<file path="config.mk">
export PLATFORM = sky130hd
export DESIGN_NAME = ffcl_fault_logger
export DESIGN_NICKNAME = d
export VERILOG_FILES = /design/src/ffcl_pkg.sv /design/src/ffcl_log_store.sv /design/src/ffcl_fault_logger.sv
export VERILOG_INCLUDE_DIRS = /design/src /design/src/src
export SDC_FILE = /design/constraint.sdc
export NUM_CORES = 1
export LEC_CHECK = 0
export ABC_AREA = 1
export BUFFER_PORTS_ARGS = -buffer_cell sky130_fd_sc_hd__buf_2
export CORE_UTILIZATION = 53
export DETAILED_ROUTE_END_ITERATION = 12
export HOLD_SLACK_MARGIN = 0.12
export PLACE_DENSITY = 0.82
export SYNTH_ARGS = -nofsm -noshare
export SYNTH_HDL_FRONTEND = slang
export SYNTH_HIERARCHICAL = 1
export SYNTH_SLANG_ARGS = --single-unit
</file>
<file path="constraint.sdc">
create_clock -name clk_sys -period 2.2 [get_ports clk_sys]
set_input_delay 0.22 -clock clk_sys [delete_from_list [all_inputs] [get_ports clk_sys]]
set_output_delay 0.22 -clock clk_sys [all_outputs]
set_load 0.02 [all_outputs]
</file>
<file path="src/ffcl_params.svh">
/*
  Constants of the fault flag and critical fault logger: register offsets,
  field positions, masks, codes and reset values.
  Assumes inclusion by bare name from the package and the design modules.
*/
// Overview of operation
// - Low external fault line sets flag bit six
// - Alert flag set on alert, host clears
// - Only enabled fault conditions start a log
// - Log content field selects what is saved
// - Content bit two lets external fault log
// - Undervoltage enables bits 0-5 for inputs 1-6
// - Overvoltage enables split across two registers
// - Halt bit stops monitoring on external fault
// - Log written into locations 200h to 208h
// - Memory locks after one log is written
// - Stored ADC value is eight top bits
// - Writing one clears a flag bit
// - UV and OV flags masked by enables, fault outputs not
// - Log layout: flags at 201h-202h, ADC after
`ifndef FFCL_PARAMS_SVH
`define FFCL_PARAMS_SVH

`define FFCL_ADDR_W        10
`define FFCL_NCH           6
`define FFCL_ADC_W         10
`define FFCL_OFF_UV_FLAGS  10'h01B
`define FFCL_OFF_OV_FLAGS  10'h01C
`define FFCL_OFF_LOG_SEL   10'h06D
`define FFCL_OFF_UV_EN     10'h06E
`define FFCL_OFF_OV_EN_LO  10'h06F
`define FFCL_OFF_OV_EN_HI  10'h070
`define FFCL_OFF_UNUSED    10'h071
`define FFCL_OFF_EXT_ACT   10'h072
`define FFCL_OFF_LOCK      10'h08C
`define FFCL_OFF_LOG_BASE  10'h200
`define FFCL_OFF_LOG_LAST  10'h208
`define FFCL_LOG_IDX_W     4
`define FFCL_LOG_LAST_IDX  4'h8
`define FFCL_LOG_IDX_UV    4'h1
`define FFCL_LOG_IDX_OV    4'h2
`define FFCL_LOG_IDX_ADC   4'h3
`define FFCL_EXT_BIT       6
`define FFCL_ALERT_BIT     7
`define FFCL_EXT_TRIG_BIT  2
`define FFCL_HALT_BIT      5
`define FFCL_LOCK_BIT      1
`define FFCL_OV_LO_POS     4
`define FFCL_LOG_ALL       2'h0
`define FFCL_LOG_FLAGS     2'h1
`define FFCL_LOG_ADC       2'h2
`define FFCL_LOG_OFF       2'h3
`define FFCL_ZERO_BYTE     8'h00
`define FFCL_RST_LOCKED    1'h0

`endif

</file>
<file path="src/ffcl_pkg.sv">
/*
  Types of the fault flag and critical fault logger: state machine codes
  and the packed state records of both modules.
  Assumes ffcl_params.svh is on the include path.
*/
`include "ffcl_params.svh"

package ffcl_pkg;

  typedef enum logic [1:0] {
    FFCL_ST_IDLE = 2'h1,
    FFCL_ST_LOG  = 2'h2
  } ffcl_main_st_t;

  typedef enum logic [1:0] {
    FFCL_WR_IDLE = 2'h1,
    FFCL_WR_BUSY = 2'h2
  } ffcl_wr_st_t;

  typedef logic [7:0] ffcl_byte_t;

  typedef struct packed {
    ffcl_main_st_t          st;
    ffcl_byte_t             rdata;
    logic [`FFCL_NCH-1:0]   uv_flags;
    ffcl_byte_t             ov_flags;
    logic [2:0]             log_sel;
    logic [`FFCL_NCH-1:0]   uv_en;
    logic [3:0]             ov_en_lo;
    logic [1:0]             ov_en_hi;
    logic                   halt_en;
    logic                   locked;
    logic                   halt;
    logic                   start;
  } ffcl_main_state_t;

  typedef struct packed {
    ffcl_wr_st_t                    st;
    logic [`FFCL_LOG_IDX_W-1:0]     idx;
    logic [1:0]                     sel;
    logic [`FFCL_NCH-1:0]           uv;
    logic [`FFCL_NCH:0]             ov;
    ffcl_byte_t [`FFCL_NCH-1:0]     adc;
    ffcl_byte_t [8:0]               mem;
    logic                           done;
  } ffcl_wr_state_t;

endpackage : ffcl_pkg

</file>
<file path="src/ffcl_log_store.sv">
/*
  Nonvolatile fault log image: captures one snapshot on start and writes
  it byte by byte, one location per clock, then pulses done.
  Assumes start comes only while idle; read port is combinational.
*/
`timescale 1ns/1ps
`default_nettype none

`include "ffcl_params.svh"

module ffcl_log_store (
  input  wire logic                          clk_sys,
  input  wire logic                          reset,
  input  wire logic                          start,
  input  wire logic [1:0]                    content_sel,
  input  wire logic [`FFCL_NCH-1:0]          uv_trig,
  input  wire logic [`FFCL_NCH:0]            ov_trig,
  input  wire logic [`FFCL_NCH*8-1:0]        adc_snap,
  input  wire logic [`FFCL_LOG_IDX_W-1:0]    rd_idx,
  output      ffcl_pkg::ffcl_byte_t          rd_byte,
  output      logic                          done
);
  import ffcl_pkg::*;

  ffcl_wr_state_t s_ff;
  ffcl_wr_state_t nxt_s;
  logic [`FFCL_LOG_IDX_W-1:0] adc_idx;
  ffcl_byte_t                 wbyte;
  logic                       wen;

  always_comb begin
    nxt_s   = s_ff;
    nxt_s.done = 1'b0;
    adc_idx = s_ff.idx - `FFCL_LOG_IDX_ADC;
    wbyte   = `FFCL_ZERO_BYTE;
    wen     = 1'b0;
    unique case (s_ff.st)
      FFCL_WR_IDLE: begin
        if (start) begin
          nxt_s.st  = FFCL_WR_BUSY;
          nxt_s.idx = '0;
          nxt_s.sel = content_sel;
          nxt_s.uv  = uv_trig;
          nxt_s.ov  = ov_trig;
          nxt_s.adc = adc_snap;
        end
      end
      FFCL_WR_BUSY: begin
        // ******************************************
        // Byte selection per content code
        // ******************************************
        if (s_ff.idx == `FFCL_LOG_IDX_UV) begin
          wbyte = {2'h0, s_ff.uv};
          wen   = (s_ff.sel != `FFCL_LOG_ADC);
        end else if (s_ff.idx == `FFCL_LOG_IDX_OV) begin
          wbyte = {1'b0, s_ff.ov};
          wen   = (s_ff.sel != `FFCL_LOG_ADC);
        end else if (s_ff.idx >= `FFCL_LOG_IDX_ADC) begin
          wbyte = s_ff.adc[adc_idx[2:0]];
          wen   = (s_ff.sel != `FFCL_LOG_FLAGS);
        end else begin
          wen   = 1'b1;
        end
        if (wen) begin
          nxt_s.mem[s_ff.idx] = wbyte;
        end
        if (s_ff.idx == `FFCL_LOG_LAST_IDX) begin
          nxt_s.st   = FFCL_WR_IDLE;
          nxt_s.done = 1'b1;
        end else begin
          nxt_s.idx = s_ff.idx + 4'h1;
        end
      end
      default: begin
        nxt_s.st = FFCL_WR_IDLE;
      end
    endcase
  end

  always_ff @(posedge clk_sys) begin
    if (reset) begin
      s_ff    <= '0;
      s_ff.st <= FFCL_WR_IDLE;
    end else begin
      s_ff <= nxt_s;
    end
  end

  assign rd_byte = (rd_idx > `FFCL_LOG_LAST_IDX) ? `FFCL_ZERO_BYTE : s_ff.mem[rd_idx];
  assign done    = s_ff.done;

endmodule : ffcl_log_store

`default_nettype wire

</file>
<file path="src/ffcl_fault_logger.sv">
/*
  Fault flag registers, critical fault enables and the one-shot fault
  logger with lock, reached through the device register port.
  Assumes a serial configuration decoder drives the register port with
  single-cycle read and write strobes; fault inputs are already deglitched.
*/
`timescale 1ns/1ps
`default_nettype none

`include "ffcl_params.svh"

module ffcl_fault_logger (
  input  wire logic                          clk_sys,
  input  wire logic                          reset,
  input  wire logic [`FFCL_ADDR_W-1:0]       reg_addr,
  input  wire logic                          reg_wr,
  input  wire logic                          reg_rd,
  input  wire logic [7:0]                    reg_wdata,
  output      ffcl_pkg::ffcl_byte_t          reg_rdata,
  input  wire logic [`FFCL_NCH-1:0]          uv_fault,
  input  wire logic [`FFCL_NCH-1:0]          ov_fault,
  input  wire logic [`FFCL_NCH*`FFCL_ADC_W-1:0] adc_result,
  input  wire logic                          multipurpose_pin_six_is_ext,
  input  wire logic                          external_fault_line_n,
  input  wire logic                          alert_driven,
  input  wire logic                          monitor_restart,
  output      logic                          monitor_halt,
  output      logic                          log_busy,
  output      logic                          log_locked
);
  import ffcl_pkg::*;

  ffcl_main_state_t s_ff;
  ffcl_main_state_t nxt_s;

  logic [`FFCL_NCH-1:0]       uv_hit;
  logic [`FFCL_NCH-1:0]       ov_hit;
  logic [`FFCL_NCH-1:0]       ov_en;
  logic                       ext_low;
  logic                       ext_trig;
  logic                       crit;
  logic [`FFCL_NCH*8-1:0]     adc_top;
  logic [`FFCL_ADDR_W-1:0]    log_off;
  ffcl_byte_t                 log_byte;
  logic                       store_done;
  ffcl_byte_t                 uv_upd;

  // ******************************************
  // Helpers
  // ******************************************
  function automatic logic wr_at(input logic [`FFCL_ADDR_W-1:0] off);
    wr_at = reg_wr && (reg_addr == off);
  endfunction : wr_at

  function automatic ffcl_byte_t flag_upd(input ffcl_byte_t cur, input ffcl_byte_t set,
                                          input ffcl_byte_t clr);
    flag_upd = (cur & ~clr) | set;
  endfunction : flag_upd

  // ******************************************
  // ADC top bits
  // ******************************************
  always_comb begin
    for (int i = 0; i < `FFCL_NCH; i++) begin
      adc_top[i*8 +: 8] = adc_result[i*`FFCL_ADC_W + `FFCL_ADC_W - 8 +: 8];
    end
  end

  // ******************************************
  // Next state
  // ******************************************
  always_comb begin
    nxt_s    = s_ff;
    nxt_s.start = 1'b0;
    ov_en    = {s_ff.ov_en_hi, s_ff.ov_en_lo};
    uv_hit   = uv_fault & s_ff.uv_en;
    ov_hit   = ov_fault & ov_en;
    ext_low  = multipurpose_pin_six_is_ext & ~external_fault_line_n;
    ext_trig = ext_low & s_ff.log_sel[`FFCL_EXT_TRIG_BIT];
    crit     = (|uv_hit) | (|ov_hit) | ext_trig;
    log_off  = reg_addr - `FFCL_OFF_LOG_BASE;

    // ******************************************
    // Fault flags
    // ******************************************
    // UV and OV bits masked by enables; set wins over a same-cycle clear
    uv_upd   = flag_upd({2'h0, s_ff.uv_flags}, {2'h0, uv_hit},
                        wr_at(`FFCL_OFF_UV_FLAGS) ? reg_wdata : `FFCL_ZERO_BYTE);
    nxt_s.uv_flags = uv_upd[`FFCL_NCH-1:0];
    nxt_s.ov_flags = flag_upd(s_ff.ov_flags, {alert_driven, ext_low, ov_hit},
                              wr_at(`FFCL_OFF_OV_FLAGS) ? reg_wdata : `FFCL_ZERO_BYTE);

    // ******************************************
    // Configuration registers
    // ******************************************
    if (wr_at(`FFCL_OFF_LOG_SEL)) begin
      nxt_s.log_sel = reg_wdata[2:0];
    end
    if (wr_at(`FFCL_OFF_UV_EN)) begin
      nxt_s.uv_en = reg_wdata[`FFCL_NCH-1:0];
    end
    if (wr_at(`FFCL_OFF_OV_EN_LO)) begin
      nxt_s.ov_en_lo = reg_wdata[7:`FFCL_OV_LO_POS];
    end
    if (wr_at(`FFCL_OFF_OV_EN_HI)) begin
      nxt_s.ov_en_hi = reg_wdata[1:0];
    end
    if (wr_at(`FFCL_OFF_EXT_ACT)) begin
      nxt_s.halt_en = reg_wdata[`FFCL_HALT_BIT];
    end

    // ******************************************
    // Log memory lock
    // ******************************************
    if (wr_at(`FFCL_OFF_LOCK)) begin
      nxt_s.locked = reg_wdata[`FFCL_LOCK_BIT];
    end
    if (store_done) begin
      nxt_s.locked = 1'b1;
    end

    // ******************************************
    // Monitoring halt
    // ******************************************
    // Halt on external fault; restart request releases it
    if (ext_low && s_ff.halt_en) begin
      nxt_s.halt = 1'b1;
    end else if (monitor_restart) begin
      nxt_s.halt = 1'b0;
    end

    // ******************************************
    // Log control
    // ******************************************
    unique case (s_ff.st)
      FFCL_ST_IDLE: begin
        if (crit && !s_ff.locked && (s_ff.log_sel[1:0] != `FFCL_LOG_OFF)) begin
          nxt_s.start = 1'b1;
          nxt_s.st    = FFCL_ST_LOG;
        end
      end
      FFCL_ST_LOG: begin
        if (store_done) begin
          nxt_s.st = FFCL_ST_IDLE;
        end
      end
      default: begin
        nxt_s.st = FFCL_ST_IDLE;
      end
    endcase

    // ******************************************
    // Register read
    // ******************************************
    if (reg_rd) begin
      if (reg_addr == `FFCL_OFF_UV_FLAGS) begin
        nxt_s.rdata = {2'h0, s_ff.uv_flags};
      end else if (reg_addr == `FFCL_OFF_OV_FLAGS) begin
        nxt_s.rdata = s_ff.ov_flags;
      end else if (reg_addr == `FFCL_OFF_LOG_SEL) begin
        nxt_s.rdata = {5'h00, s_ff.log_sel};
      end else if (reg_addr == `FFCL_OFF_UV_EN) begin
        nxt_s.rdata = {2'h0, s_ff.uv_en};
      end else if (reg_addr == `FFCL_OFF_OV_EN_LO) begin
        nxt_s.rdata = {s_ff.ov_en_lo, 4'h0};
      end else if (reg_addr == `FFCL_OFF_OV_EN_HI) begin
        nxt_s.rdata = {6'h00, s_ff.ov_en_hi};
      end else if (reg_addr == `FFCL_OFF_EXT_ACT) begin
        nxt_s.rdata = {2'h0, s_ff.halt_en, 5'h00};
      end else if (reg_addr == `FFCL_OFF_LOCK) begin
        nxt_s.rdata = {6'h00, s_ff.locked, 1'b0};
      end else if (reg_addr >= `FFCL_OFF_LOG_BASE && reg_addr <= `FFCL_OFF_LOG_LAST) begin
        nxt_s.rdata = log_byte;
      end else begin
        nxt_s.rdata = `FFCL_ZERO_BYTE;
      end
    end
  end

  // ******************************************
  // State register
  // ******************************************
  always_ff @(posedge clk_sys) begin
    if (reset) begin
      s_ff        <= '0;
      s_ff.st     <= FFCL_ST_IDLE;
      s_ff.locked <= `FFCL_RST_LOCKED;
    end else begin
      s_ff <= nxt_s;
    end
  end

  // ******************************************
  // Log image store
  // ******************************************
  ffcl_log_store u_store (
    .clk_sys     (clk_sys),
    .reset       (reset),
    .start       (s_ff.start),
    .content_sel (s_ff.log_sel[1:0]),
    .uv_trig     (s_ff.uv_flags),
    .ov_trig     (s_ff.ov_flags[`FFCL_EXT_BIT:0]),
    .adc_snap    (adc_top),
    .rd_idx      (log_off[`FFCL_LOG_IDX_W-1:0]),
    .rd_byte     (log_byte),
    .done        (store_done)
  );

  // ******************************************
  // Outputs
  // ******************************************
  assign reg_rdata    = s_ff.rdata;
  assign monitor_halt = s_ff.halt;
  assign log_busy     = s_ff.st[1];
  assign log_locked   = s_ff.locked;

endmodule : ffcl_fault_logger

`default_nettype wire

</file>
==> metrics.txt <==
maximum fanout along the worst path 11; Starting Density 0.541; drt pass-1 iters 7; Psw 1.54 mW; Final Slew Violations 0; Power Density 620 nW/um2; Antenna Cells 0; global-route met3 utilization 0.0427; H-tree depth 4; Reg area 3700 um2; power share of the clock group 0.438; XOR/XNOR Fraction of Synth Area 0.00280; Die W 132 um; FMAX 455 MHz; post-synthesis simple-gate area fraction 0.265; clock root buffer clkbuf_16; hold crit path type in -> reg; Compound-Gate Fraction of Synth Area 0.198; DP HPWL 16000 um; clk slew on worst S/H paths 0.07 ns; Yosys cell types 44; DRC 0; placed cells 1584; maximum vdd drop 0.658 mV; Routed Wire Length 24400 um; GR peak layer met2; sequential fraction of the synthesis area 0.414; unrepaired setup endpoints after global routing yes; PnR Total Power 6.80 mW; vias in the first global route 8074; Comb power frac 0.068; Sw Share 0.226; Adder-Cell Fraction of Synth Area 0.00560; core region area 16500 um2; part of the power in registers 0.494; vias 9084; Syn-to-layout area delta 22.7%; via/cell ratio 5.37; min Tclk post-route 2.20 ns; Cells after Synth 1309; GRT Total Usage 0.278; drt wl/cell 14.4 um; mux share of post-synthesis cell area 0; maximum number of pins on one net before global-route repair 130; YS warnings 6; commonest non-fill, non-tap cell in the layout nand2_1; Setup Viol. Count Final 0; WP data arrival 2.55 ns; row cnt 47; gr ovfl total 0; worst clock skew 0.00594 ns; Slew headroom 0.638; final hold viol count 0; outcome finished, final reports clean; P_int 5.27 mW; CP Capture Type flip-flop; max_cap viols 0; I/O Buffers 96; Ports 109; first-pass GRT wire length 39000 um; post-synthesis register bit count 185; Leak 4.88 nW; worst path required time 2.55 ns; slew at the pin closest to its max-slew limit 0.536 ns; Mapped Area 8940 um2; layout cells sized above 1 0.137; share of flip-flops with an asynchronous set or reset 0; syn_nets 1411; main combinational cell family by area after synthesis simple AND/OR/NAND/NOR gates; multi-input logic area 4240 um2; CTS Buf Count 17; Initial DRC Count 773; layout net count 1560; met1 GRT Util 0.348; EDFF count, synth 0; Die Footprint 17400 um2; CTS tree done; Crit Path Category reg -> reg; Final period util 1.00; most frequent cells in the layout 287 x nand2_1, 185 x dfxtp_1, 178 x inv_1, 178 x a21oi_1, 133 x o21ai_0; die height 132 um; top_reg_cell synth dfxtp_1; worst skew pair latency 0.43 ns; antenna violations before repair 0; mean post-synth cell area 6.83 um2; Detail Route Antenna Nets 0; GPL Wtd Cong 0.913; Worst setup SP type flip-flop; fill count 1367; CTS sink cnt 185; clk buf depth 2; Finished Layout Cells 1691; GR met2 Demand/Resource 0.476
-- cell families (layout without fill, tap and decap cells) --
family          after synthesis  in the layout
flops                       185            185
fa+ha+maj                     4              4
buf+inv                     255            417
simple gates                523            523
xor+xnor                      2              2
compound gates              340            340
-- timing repair --
action	in CTS	in global routing
setup buffers	0	3
endpoints found under the setup margin	0	52
hold buffers	72	0
hold endpoints to repair	75	0
gates resized for setup	0	5
-- registers in the layout, summed over array words and instances, names as in the netlist --
| name | count |
|---|---|
| u_store/s_ff | 141 |
| log_busy | 1 |
| u_store/done | 1 |
| s_ff | 26 |
| monitor_halt | 1 |
| reg_rdata | 8 |
| log_locked | 1 |
| ov_en | 6 |
-- power by group through the flow --
stage	Clock [mW]	Combinational, mW	Sequential (mW)
after floorplan	0	0.193	3.43
after global placement	0	0.343	3.43
after detailed placement	0	0.347	3.43
after CTS	3.01	0.447	3.36
after global routing	3.17	0.504	3.36
final	2.98	0.462	3.36
-- worst paths after layout --
kind	start	endpoint	slack (ns)	cells after the start
worst max-delay path	u_store/s_ff[136]	u_store/s_ff[25]	0.0001	13
worst min-delay path	adc_result[38]	u_store/s_ff[103]	0.14	3
worst max register to register	u_store/s_ff[136]	u_store/s_ff[25]	0.0001	13
worst min register to register	u_store/s_ff[15]	u_store/s_ff[15]	0.45	2
-- per-stage QoR --
stage,utilization,setup TNS [ns],setup slack (ns),instance area (um2),hold slack [ns]
final,0.664,0,0.000101,11000,0.141
after global routing,0.664,-1.52,-0.111,11000,0.132
after CTS,0.660,0,0.0334,10900,0.134
after detailed placement,0.582,0,0.0382,9620,0.441
after global placement,0.582,0,0.118,9620,0.428
after floorplan,-,0,0.0535,8940,0.337
-- synth_stat cells (9+ instances only) --
| master | count | area [um2] |
|---|---|---|
| dfxtp_1 | 185 | 3700 |
| inv_1 | 180 | 676 |
| o211ai_1 | 10 | 75.1 |
| nor2_1 | 89 | 334 |
| clkbuf_1 | 38 | 143 |
| o21ai_1 | 10 | 50.1 |
| nand3_1 | 88 | 440 |
| a21oi_1 | 179 | 896 |
| o21ai_0 | 133 | 666 |
| nand2_2 | 11 | 68.8 |
| nand2_1 | 287 | 1080 |
| buf_1 | 9 | 33.8 |
| nand4_1 | 12 | 75.1 |
-- worst max-delay path, cell delays in order (launching register included) --
cell and delay [ns]:
dfxtp_1 0.37, clkinv_2 0.10, ha_1 0.37, clkinvlp_4 0.17, buf_12 0.17, nand2_1 0.08, nand3_1 0.11, nand2_1 0.11
nand2_1 0.06, nand2_1 0.08, nand2_1 0.09, nand2_1 0.09, nand2_2 0.13, a21oi_1 0.18
-- final cells by class --
cell class,instances,share of cell area
multi-input combinational,869,0.386
sequential,185,0.338
timing repair buffer,191,0.130
inverter,194,0.0682
clock buffer,21,0.0411
tap,220,0.0251
clock inverter,11,0.0113
-- layer usage --
layer | vias to the layer above | share of wire
met4 | 0 | 0.030
li1 | 4520 | -
met3 | 63 | 0.056
met2 | 354 | 0.49
met5 | - | 0
met1 | 4147 | 0.43
No activity file was read; power rests on OpenSTA's default activity.
